### config.mk
export PLATFORM = sky130hd
export DESIGN_NAME = pin_change_interrupt_unit
export DESIGN_NICKNAME = d
export VERILOG_FILES = /design/src/hdl/pcint_pkg.sv /design/src/hdl/pin_change_interrupt_unit.sv
export VERILOG_INCLUDE_DIRS = /design/src /design/src/hdl
export SDC_FILE = /design/constraint.sdc
export NUM_CORES = 1
export LEC_CHECK = 0
export BUFFER_PORTS_ARGS = -buffer_cell sky130_fd_sc_hd__buf_2
export CORE_UTILIZATION = 50
export DETAILED_ROUTE_END_ITERATION = 10
export GPL_TIMING_DRIVEN = 0
export PLACE_DENSITY = 0.82
export SLEW_MARGIN = 15
export SYNTH_ARGS = -nofsm -noshare
export SYNTH_HDL_FRONTEND = slang
export SYNTH_SLANG_ARGS = --single-unit
export TNS_END_PERCENT = 30
### constraint.sdc
create_clock -name clk -period 3.5 [get_ports clk]
set_input_delay 0.35 -clock clk [delete_from_list [all_inputs] [get_ports clk]]
set_output_delay 0.35 -clock clk [all_outputs]
set_load 0.01 [all_outputs]
### src/hdl/pcint_cfg.svh
// Register map, field positions and reset values of the pin-change unit
`ifndef PCINT_CFG_SVH
`define PCINT_CFG_SVH
// ==========================================================================
// Register offsets
`define OFS_MASK0 8'h6B
`define OFS_MASK1 8'h6C
`define OFS_MASK2 8'h6D
`define OFS_CONTROL 8'h68
`define OFS_FLAGS 8'h3B
`define OFS_IRQ_MASK 8'h70
// ==========================================================================
// Field layout
`define GRP_BITS 3
`define MASK1_USED 8'h7F
`define GROUP_BITS_MASK 8'h07
`define REG_RESET 8'h00
`define GRP_RESET 3'h0
`endif

### src/hdl/pcint_pkg.sv
// Types shared by the pin-change interrupt unit
package pcint_pkg;
   // Register bus request bundle
   typedef struct packed {
      logic [7:0] addr;
      logic [7:0] wdata;
      logic wr;
      logic rd;
   } bus_req_t;
   // Dispatch interface to the processor
   typedef struct packed {
      logic [2:0] ack;
      logic global_enable;
   } cpu_ctl_t;
endpackage

### src/hdl/pin_change_interrupt_unit.sv
// Pin-change interrupt unit: three pin groups, masks, flags and dispatch
//
// Operation
// Group 0 requests need enable and global enable
// Group 0 requests use group 0 vector
// Flag register bits 7..3 read zero
// Group 2 change sets flag bit 2
// Group 1 change sets flag bit 1
// Group 0 change sets flag bit 0
// Set flag plus enables vectors the processor
// Vector entry clears the group flag
// Writing one clears flag; zero keeps it
// Group 2 mask at 0x6D gates pins 23..16
// Group 1 mask at 0x6C gates pins 14..8
// Group 1 mask bit 7 reads zero
// Group 0 mask at 0x6B gates pins 7..0
// Control bits 2..0 enable groups; 7..3 zero
// Change is masked pin differing from previous
// Reset clears masks, enables and flags
//
// The address-and-strobe port is this design's own decision.
`include "pcint_cfg.svh"

module pin_change_interrupt_unit #(
   parameter int G0_W = 8,
   parameter int G1_W = 7,
   parameter int G2_W = 8
) (
   input wire logic clk,
   input wire logic arst_n,
   input wire pcint_pkg::bus_req_t bus,
   output logic [7:0] rdata,
   input wire logic [G0_W-1:0] group0_pins,
   input wire logic [G1_W-1:0] group1_pins,
   input wire logic [G2_W-1:0] group2_pins,
   input wire pcint_pkg::cpu_ctl_t cpu,
   output logic [2:0] vector_req,
   output logic irq
);
   // ======================================================================
   // Registers
   logic [7:0] mask0_r;
   logic [7:0] mask1_r;
   logic [7:0] mask2_r;
   logic [2:0] enable_r;
   logic [2:0] flags_r;
   logic [2:0] flags_nxt;
   logic [2:0] irq_mask_r;
   logic [7:0] rdata_r;
   logic [2:0] group_change;
   logic [2:0] clear_wr;
   logic [G0_W-1:0] p0_r;
   logic [G1_W-1:0] p1_r;
   logic [G2_W-1:0] p2_r;

   always_ff @(posedge clk or negedge arst_n) begin
      if (!arst_n) begin
         mask0_r <= `REG_RESET;
         mask1_r <= `REG_RESET;
         mask2_r <= `REG_RESET;
         enable_r <= `GRP_RESET;
         irq_mask_r <= `GRP_RESET;
      end else if (bus.wr) begin
         unique case (bus.addr)
            `OFS_MASK0: mask0_r <= bus.wdata;
            `OFS_MASK1: mask1_r <= bus.wdata & `MASK1_USED;
            `OFS_MASK2: mask2_r <= bus.wdata;
            `OFS_CONTROL: enable_r <= bus.wdata[2:0];
            `OFS_IRQ_MASK: irq_mask_r <= bus.wdata[2:0];
            default: ;
         endcase
      end
   end

   // ======================================================================
   // Change detection; pins are already synchronous to clk
   always_ff @(posedge clk or negedge arst_n) begin
      if (!arst_n) begin
         p0_r <= '0;
         p1_r <= '0;
         p2_r <= '0;
      end else begin
         p0_r <= group0_pins;
         p1_r <= group1_pins;
         p2_r <= group2_pins;
      end
   end

   // Mask applies to the change, not the level, so unmasking a pin
   // that already differs does not fire by itself.
   always_comb begin
      group_change[0] = |((group0_pins ^ p0_r) & mask0_r[G0_W-1:0]);
      group_change[1] = |((group1_pins ^ p1_r) & mask1_r[G1_W-1:0]);
      group_change[2] = |((group2_pins ^ p2_r) & mask2_r[G2_W-1:0]);
   end

   // ======================================================================
   // Flags: a change in the clear cycle wins over the clear
   always_comb begin
      clear_wr = '0;
      if (bus.wr && bus.addr == `OFS_FLAGS) begin
         clear_wr = bus.wdata[2:0];
      end
      flags_nxt = flags_r & ~clear_wr & ~cpu.ack;
      flags_nxt = flags_nxt | group_change;
   end

   always_ff @(posedge clk or negedge arst_n) begin
      if (!arst_n) begin
         flags_r <= `GRP_RESET;
      end else begin
         flags_r <= flags_nxt;
      end
   end

   // ======================================================================
   // Dispatch: one request line per group vector
   always_comb begin
      vector_req = flags_r & enable_r & {3{cpu.global_enable}};
      irq = |(flags_r & irq_mask_r);
   end

   // ======================================================================
   // Read port, data one cycle after the strobe
   always_ff @(posedge clk or negedge arst_n) begin
      if (!arst_n) begin
         rdata_r <= `REG_RESET;
      end else if (bus.rd) begin
         unique case (bus.addr)
            `OFS_MASK0: rdata_r <= mask0_r;
            `OFS_MASK1: rdata_r <= mask1_r & `MASK1_USED;
            `OFS_MASK2: rdata_r <= mask2_r;
            `OFS_CONTROL: rdata_r <= {5'h0_0, enable_r};
            `OFS_FLAGS: rdata_r <= {5'h0_0, flags_r};
            `OFS_IRQ_MASK: rdata_r <= {5'h0_0, irq_mask_r};
            default: rdata_r <= `REG_RESET;
         endcase
      end else begin
         rdata_r <= `REG_RESET;
      end
   end

   assign rdata = rdata_r;
endmodule // pin_change_interrupt_unit

# Word level (Yosys, flattened, before mapping)
# Cells that the tools add are included.
# op_classes
n_eq_ne	6
n_mux	3
n_bitwise	14
reduce_logical	10
# ops
operator	n
$pmux 8 s6	1
$eq 8x7->1 const B	5
$and 8x8->8	2
$reduce_or 8->1	2
$xor 8x8->8	2
$and 3x3->3	5
$reduce_and 2->1	5
$eq 8x6->1 const B	1
$mux 8	1
$and 7x7->7	1
$reduce_or 7->1	1
$xor 7x7->7	1
$not 3->3	2
$mux 3	1
$or 3x3->3	1
$reduce_or 3->1	1
$logic_and 1x1->1	1
# word_totals
ff_bits	63
in_bits	47
output_inout_bits	12

# Depth between registers and ports, before layout
# Gate-level depths: netlist of run 1.
# depth
depth_word	7
depth_mapped	6
mapped_depth_nobuf	4

# Least setup slack after synthesis of run 1
# No wires, ideal clock.
# synth_timing
path_kind	input-to-reg
start	input bus[14] in the netlist's numbering
end	register mask2_r[0]
setup_ns	0.125
arrival_ns	1.309
slack_ns	2.067
cell_stages	4
path_cell_list	nor4bb_1 buf_4 nand4_2 mux2_2
# synth_between
elab_chain_cells	2
# synth_rtl
item	line_no	source
start: declaration	pin_change_interrupt_unit.sv:31	input wire pcint_pkg::bus_req_t bus,
$eq 8x7->1	pin_change_interrupt_unit.sv:64	unique case (bus.addr)
$reduce_and 2->1 (no source line)	n/a	
end signal: assignment	pin_change_interrupt_unit.sv:60	mask2_r <= `REG_RESET;
end signal: assignment	pin_change_interrupt_unit.sv:67	`OFS_MASK2: mask2_r <= bus.wdata;
end: declaration	pin_change_interrupt_unit.sv:44	logic [7:0] mask2_r;
# Every way passes these cells.
# A chain may end at the register's enable or synchronous reset.

# Worst setup path after layout of run 1
# layout_timing
start	register flags_r[2]
end	output irq
# layout_between
elab_chain_cells	2
# layout_rtl
item	line_no	source
start: declaration	pin_change_interrupt_unit.sv:46	logic [2:0] flags_r;
start signal: assignment	pin_change_interrupt_unit.sv:110	flags_r <= `GRP_RESET;
start signal: assignment	pin_change_interrupt_unit.sv:112	flags_r <= flags_nxt;
$and 3x3->3	pin_change_interrupt_unit.sv:120	irq = |(flags_r & irq_mask_r);
$reduce_or 3->1	pin_change_interrupt_unit.sv:120	
end: declaration	pin_change_interrupt_unit.sv:38	output logic irq
# Every way passes these cells.

==> results of run 1 <==
## worst max-delay path, cell delays in order, from the launching register on
cell and delay (ps):
dfrtp_1 420, a222oi_1 350, inv_1 60, buf_2 140
## flip-flops by register name, summed over array words and instances (netlist names)
signal	cells
rdata	8
p2_r	8
p0_r	8
irq_mask_r	3
mask1_r	7
p1_r	7
flags_r	3
mask2_r	8
enable_r	3
mask0_r	8
## power by group through the flow
stage               registers, mW  logic, mW  clock network (mW)
global route                0.804      0.153               0.646
detailed placement          0.813      0.140                   0
floorplan                   0.802     0.0710                   0
CTS                         0.799      0.141               0.617
finish                      0.800      0.137               0.606
global placement            0.812      0.135                   0
## area by class of cell
type / instances / area share (%)
flip-flops and latches: 63 / 47.48
multi-input cells: 129 / 33.46
repair buffers: 57 / 8.666
clock buffers: 10 / 3.843
well taps: 70 / 2.638
clock inverters: 6 / 1.846
plain buffers: 5 / 1.394
inverters: 6 / 0.6782
## logic make-up (layout without fill, tap and decap cells)
group,after synthesis,count (layout),share of synthesized area (%)
DFF,63,63,57.19
and+or+nand+nor,37,37,9.351
AOI/OAI and AO/OA,35,35,9.942
muxes,34,34,13.71
xor gates and xnor gates,23,23,7.308
buffers and inverters,11,84,2.496
## path summary, 6_finish.rpt
| kind | startpoint | end | slack, ps | cells past startpoint |
|---|---|---|---|---|
| max | flags_r[2] | irq | 1840 | 3 |
| min | arst_n | p0_r[1] | 80 | 1 |
| max reg2reg | p0_r[7] | flags_r[0] | 2200 | 4 |
| min reg2reg | enable_r[0] | enable_r[0] | 530 | 1 |
| max in group asynchronous | arst_n | rdata[1] | 2930 | 1 |
| min in group clk | group0_pins[5] | p0_r[5] | 130 | 1 |
## synth_stat cells (3+ instances only)
cell / number / area, µm²
a21boi_0: 3 / 22.52
a22o_1: 3 / 26.28
a22oi_1: 15 / 112.6
and3_1: 3 / 18.77
buf_6: 3 / 33.78
dfrtp_1: 63 / 1577
inv_1: 6 / 22.52
mux2_2: 30 / 337.8
mux2i_1: 4 / 40.04
nand2_1: 5 / 18.77
nand3_1: 5 / 25.02
nor2_1: 5 / 18.77
o2bb2ai_1: 3 / 26.28
xor2_1: 23 / 201.4
## metal layers
layer,share of wire [%],up-vias,global-route usage [%],routed length [µm]
met2,47,58,30.27,2651
met1,46,953,28.61,2583
met3,4.1,12,3.593,230
li1,-,887,-,-
met5,0,-,0,0
met4,2.2,0,11.15,121
## layout by cell type (no fill, tap or decap), drive strengths merged, types with 5 or more instances in the layout
master   n
a22oi   15
buf     62
clkbuf  10
dfrtp   63
inv      6
mux2    30
nand2    5
nand3    7
nor2     5
xor2    23
## stage by stage
step	utilization [%]	instance area, µm²	hold slack, ps	instances
2_1_floorplan	-	2756	54.41	203
5_1_grt	63.80	3321	121.1	346
6_report	63.80	3321	82.49	346
3_5_place_dp	60.17	3132	473.1	330
4_1_cts	63.80	3321	100.3	346
3_3_place_gp	60.12	3129	484.0	330
==> flow_summary_export.csv, run 1 <==
group,metric,value,unit
floorplanning,pin_count,59,
clock_network,numCtsBuffers,9,
finish,areaGrowthSynthToFinish,20.47,%
clock_network,cts_setup_buffers,0,
yosys,syn_inst,203,
detailed_routing,drtIter0Drc,185,
floorplanning,dieArea,0.005814,mm²
power_and_ir_drop,comb_power_share,8.9,%
placement,dp_slack,1763,ps
yosys,avgSynthCellArea,13.58,µm²
clock_network,h-tree-depth,3,
yosys,synth-edff-count,0,
placement,numPortBuffers,57,
setup_path,crit_arrival,1310,ps
outcome,status,"complete, no violations",
floorplanning,dieHeight,76.25,µm
setup_path,worstSetupStartpointType,"register",
timing,tns,0,ps
hold_path,min_path_type,"in2async",
power_and_ir_drop,p_seq_share,51.9,%
global_route,overflow,0,
power_and_ir_drop,p_leak,1.644,nW
clock_network,post_cts_resized,0,
detailed_routing,wirelength,5586,µm
power_and_ir_drop,power_frac_clock,39.3,%
global_route,grtUsageTotal,20.43,%
power_and_ir_drop,intPower,1.161,mW
run,max-cap-violations,0,
clock_network,postCtsHoldBufs,0,
global_route,first_global_vias,1793,
detailed_routing,via_per_inst,5.520,
yosys,synthesis.area,0.002756,mm²
detailed_routing,vias,1910,
finish,fillers,408,
clock_network,cts.sinks,63,
clock_network,clk_pin_slew_worst_paths,70,ps
power_and_ir_drop,swShare,24.78,%
timing,tightest_slew,750.6,ps
timing,slew_violations,0,
placement,hpwl,4095,µm
finish,diodes,0,
timing,hold_viol,0,
setup_path,cp_max_fo,4,
floorplanning,row_count,26,
power_and_ir_drop,power.density,464.8,mW/mm²
power_and_ir_drop,power,1.543,mW
timing,period_needed,1664,ps
timing,finalCritPeriodShare,47.54,%
clock_network,root_buffer,"clkbuf_8",
timing,fin_ws,1836,ps
floorplanning,initial_core_util,52.96,%
detailed_routing,first_pass_iters,4,
yosys,synthDistinctLibCells,37,
setup_path,worstSetupEndpointType,"output port",
yosys,yosysSeqAreaShare,57.19,%
detailed_routing,post-route-drc-count,0,
floorplanning,coreArea,0.005205,mm²
global_route,grt_pass1_wl,8928,µm
finish,seqCellArea,0.001577,mm²
finish,nets,318,
setup_path,critical_path_required,3150,ps
power_and_ir_drop,p_sw,0.3824,mW
finish,drive_gt1_share,42.39,%
detailed_routing,ant_nets,0,
global_route,grt_max_degree,64,
finish,multi_input_area,0.001111,mm²
yosys,ys_seq_elements,63,
yosys,synth_flop_cell,"dfrtp_1",
timing,maxSlewHeadroom,49.96,%
global_route,antenna_found_initial,0,
clock_network,clock_latency,340,ps
timing,fmax,601.0,MHz
timing,rsz0062_at_grt,"false",
power_and_ir_drop,vdd.ir_drop.worst,0.3616,mV
yosys,synthArstFlopShare,100.0,%
detailed_routing,wire_per_inst,16.14,µm
clock_network,cts_tree,"yes",
timing,setup_viol,0,
yosys,synthesis.nets,250,
floorplanning,die_w,76.25,µm
yosys,ys_warn_count,0,
setup_path,crit_type,"reg2out",
placement,place.gp.congestion,0.8123,
timing,fin_skew,6.336,ps
clock_network,cts_buffer_depth,2,
(Power assumes the default switching activity.)
==> run 2: changes to the inputs <==
CORE_UTILIZATION = 48   (was 50)
clock period = 1.5 ns   (was 3.5 ns; I/O delays follow)
==> run 2 against run 1 <==
Compared with the run above: sequential share of layout area is 3.2 points lower; clock-buffer cell count up 4; utilization rose by 0.94 points; largest cell class unchanged; global-route usage up 1.6 points; register-to-register slack got worse by 2000 ps; hold slack lost 3.5 ps; largest power group unchanged; clock skew rose by 2.9 ps; setup slack got worse by 1800 ps.
==> flow_summary_export.csv, run 2 (same netlist as run 1, synthesis figures left out) <==
group,metric,value,unit
outcome,status,"complete, no violations",
detailed_routing,vias,1981,
clock_network,root_buffer,"clkbuf_8",
clock_network,numCtsBuffers,9,
timing,finalCritPeriodShare,95.76,%
floorplanning,row_count,27,
setup_path,crit_arrival,1290,ps
finish,fillers,414,
clock_network,cts_tree,"yes",
setup_path,critical_path_required,1350,ps
detailed_routing,wire_per_inst,15.71,µm
floorplanning,dieArea,0.006050,mm²
finish,areaGrowthSynthToFinish,29.32,%
timing,maxSlewHeadroom,49.26,%
placement,numPortBuffers,57,
setup_path,cp_max_fo,4,
global_route,first_global_vias,2011,
timing,tns,0,ps
timing,fmax,696.2,MHz
timing,hold_viol,0,
clock_network,cts.sinks,63,
timing,hold_slack,78.96,ps
clock_network,clock_latency,340,ps
clock_network,h-tree-depth,3,
placement,place.gp.congestion,0.8242,
finish,mostFrequentLayoutCells,"63 x dfrtp_1, 57 x buf_2, 30 x mux2_2, 24 x dlygate4sd3_1, 23 x xor2_1",
finish,diodes,0,
global_route,grt_max_degree,64,
floorplanning,coreArea,0.005507,mm²
detailed_routing,wirelength,5828,µm
floorplanning,initial_core_util,50.06,%
finish,drive_gt1_share,38.80,%
setup_path,worstSetupStartpointType,"register",
detailed_routing,via_per_inst,5.340,
run,max-cap-violations,0,
power_and_ir_drop,p_leak,1.748,nW
timing,period_needed,1436,ps
finish,layout_commonest_cell,"dfrtp_1",
floorplanning,pin_count,59,
global_route,overflow,0,
detailed_routing,ant_nets,0,
floorplanning,die_w,77.78,µm
finish,nets,343,
power_and_ir_drop,power.density,1005,mW/mm²
power_and_ir_drop,power,3.584,mW
setup_path,worstSetupEndpointType,"output port",
global_route,antenna_found_initial,0,
timing,setup_viol,0,
detailed_routing,post-route-drc-count,0,
hold_path,min_path_type,"in2reg",
clock_network,cts_buffer_depth,2,
floorplanning,dieHeight,77.78,µm
power_and_ir_drop,vdd.ir_drop.worst,0.5361,mV
global_route,grt_pass1_wl,9908,µm
timing,fin_skew,9.268,ps
setup_path,crit_type,"reg2out",
timing,rsz0062_at_grt,"true",
detailed_routing,first_pass_iters,5,
placement,hpwl,4112,µm
global_route,grtUsageTotal,22.05,%
detailed_routing,drtIter0Drc,170,
timing,slew_violations,0,
clock_network,post_cts_resized,0,
clock_network,clk_pin_slew_worst_paths,70,ps
timing,tightest_slew,761.1,ps
## run 2: worst paths after layout
| check | start | to | slack [ps] | cells after the start |
|---|---|---|---|---|
| worst max register to register | p0_r[7] | flags_r[0] | 220 | 4 |
| min in group asynchronous | arst_n | p0_r[4] | 430 | 2 |
| worst max-delay path | flags_r[2] | irq | 60 | 3 |
| max in group asynchronous | arst_n | p2_r[3] | 570 | 2 |
| worst min-delay path | bus[9] | mask2_r[7] | 80 | 2 |
| worst min register to register | enable_r[0] | enable_r[0] | 530 | 1 |
## run 2: per-layer routing
layer | track usage, % | vias to the layer above | wire length (µm)
met2 | 36.02 | 58 | 2914
met5 | 0 | - | 0
li1 | - | 934 | -
met3 | 5.412 | 9 | 232
met1 | 27.93 | 980 | 2582
met4 | 9.245 | 0 | 99
## run 2: repair_timing
action / in CTS / in global routing
endpoints found under the hold margin: 86 / 0
buffers inserted: 0 / 1
hold buffers: 24 / 0
endpoints found under the setup margin: 0 / 1
## run 2: through the flow
stage               std cells  setup slack, ps  cell area [µm²]  utilization (%)
floorplan                 203            266.5             2756                -
global placement          332           -65.53             3132            56.87
detailed placement        332           -62.11             3134            56.92
CTS                       370            33.81             3557            64.60
global route              371           -52.60             3565            64.74
finish                    371            63.54             3565            64.74
## run 2: final cells by class
class | instances | area, µm² | area share, %
Sequential cell | 63 | 1577 | 44.23
Inverter | 6 | 22.52 | 0.6318
Buffer | 5 | 46.29 | 1.299
Timing Repair Buffer | 82 | 535.5 | 15.02
Multi-Input combinational cell | 129 | 1111 | 31.17
Clock buffer | 14 | 182.7 | 5.125
Tap cell | 72 | 90.09 | 2.527
## run 2: critical path, stage by stage (launching register included)
cell and delay, ps:
dfrtp_1 420, a222oi_1 330, inv_1 70, buf_2 140
## run 2: where the power goes
group / internal [mW] / switching, mW
sequential: 1.79 / 0.0743
combinational: 0.199 / 0.175
clock: 0.763 / 0.579
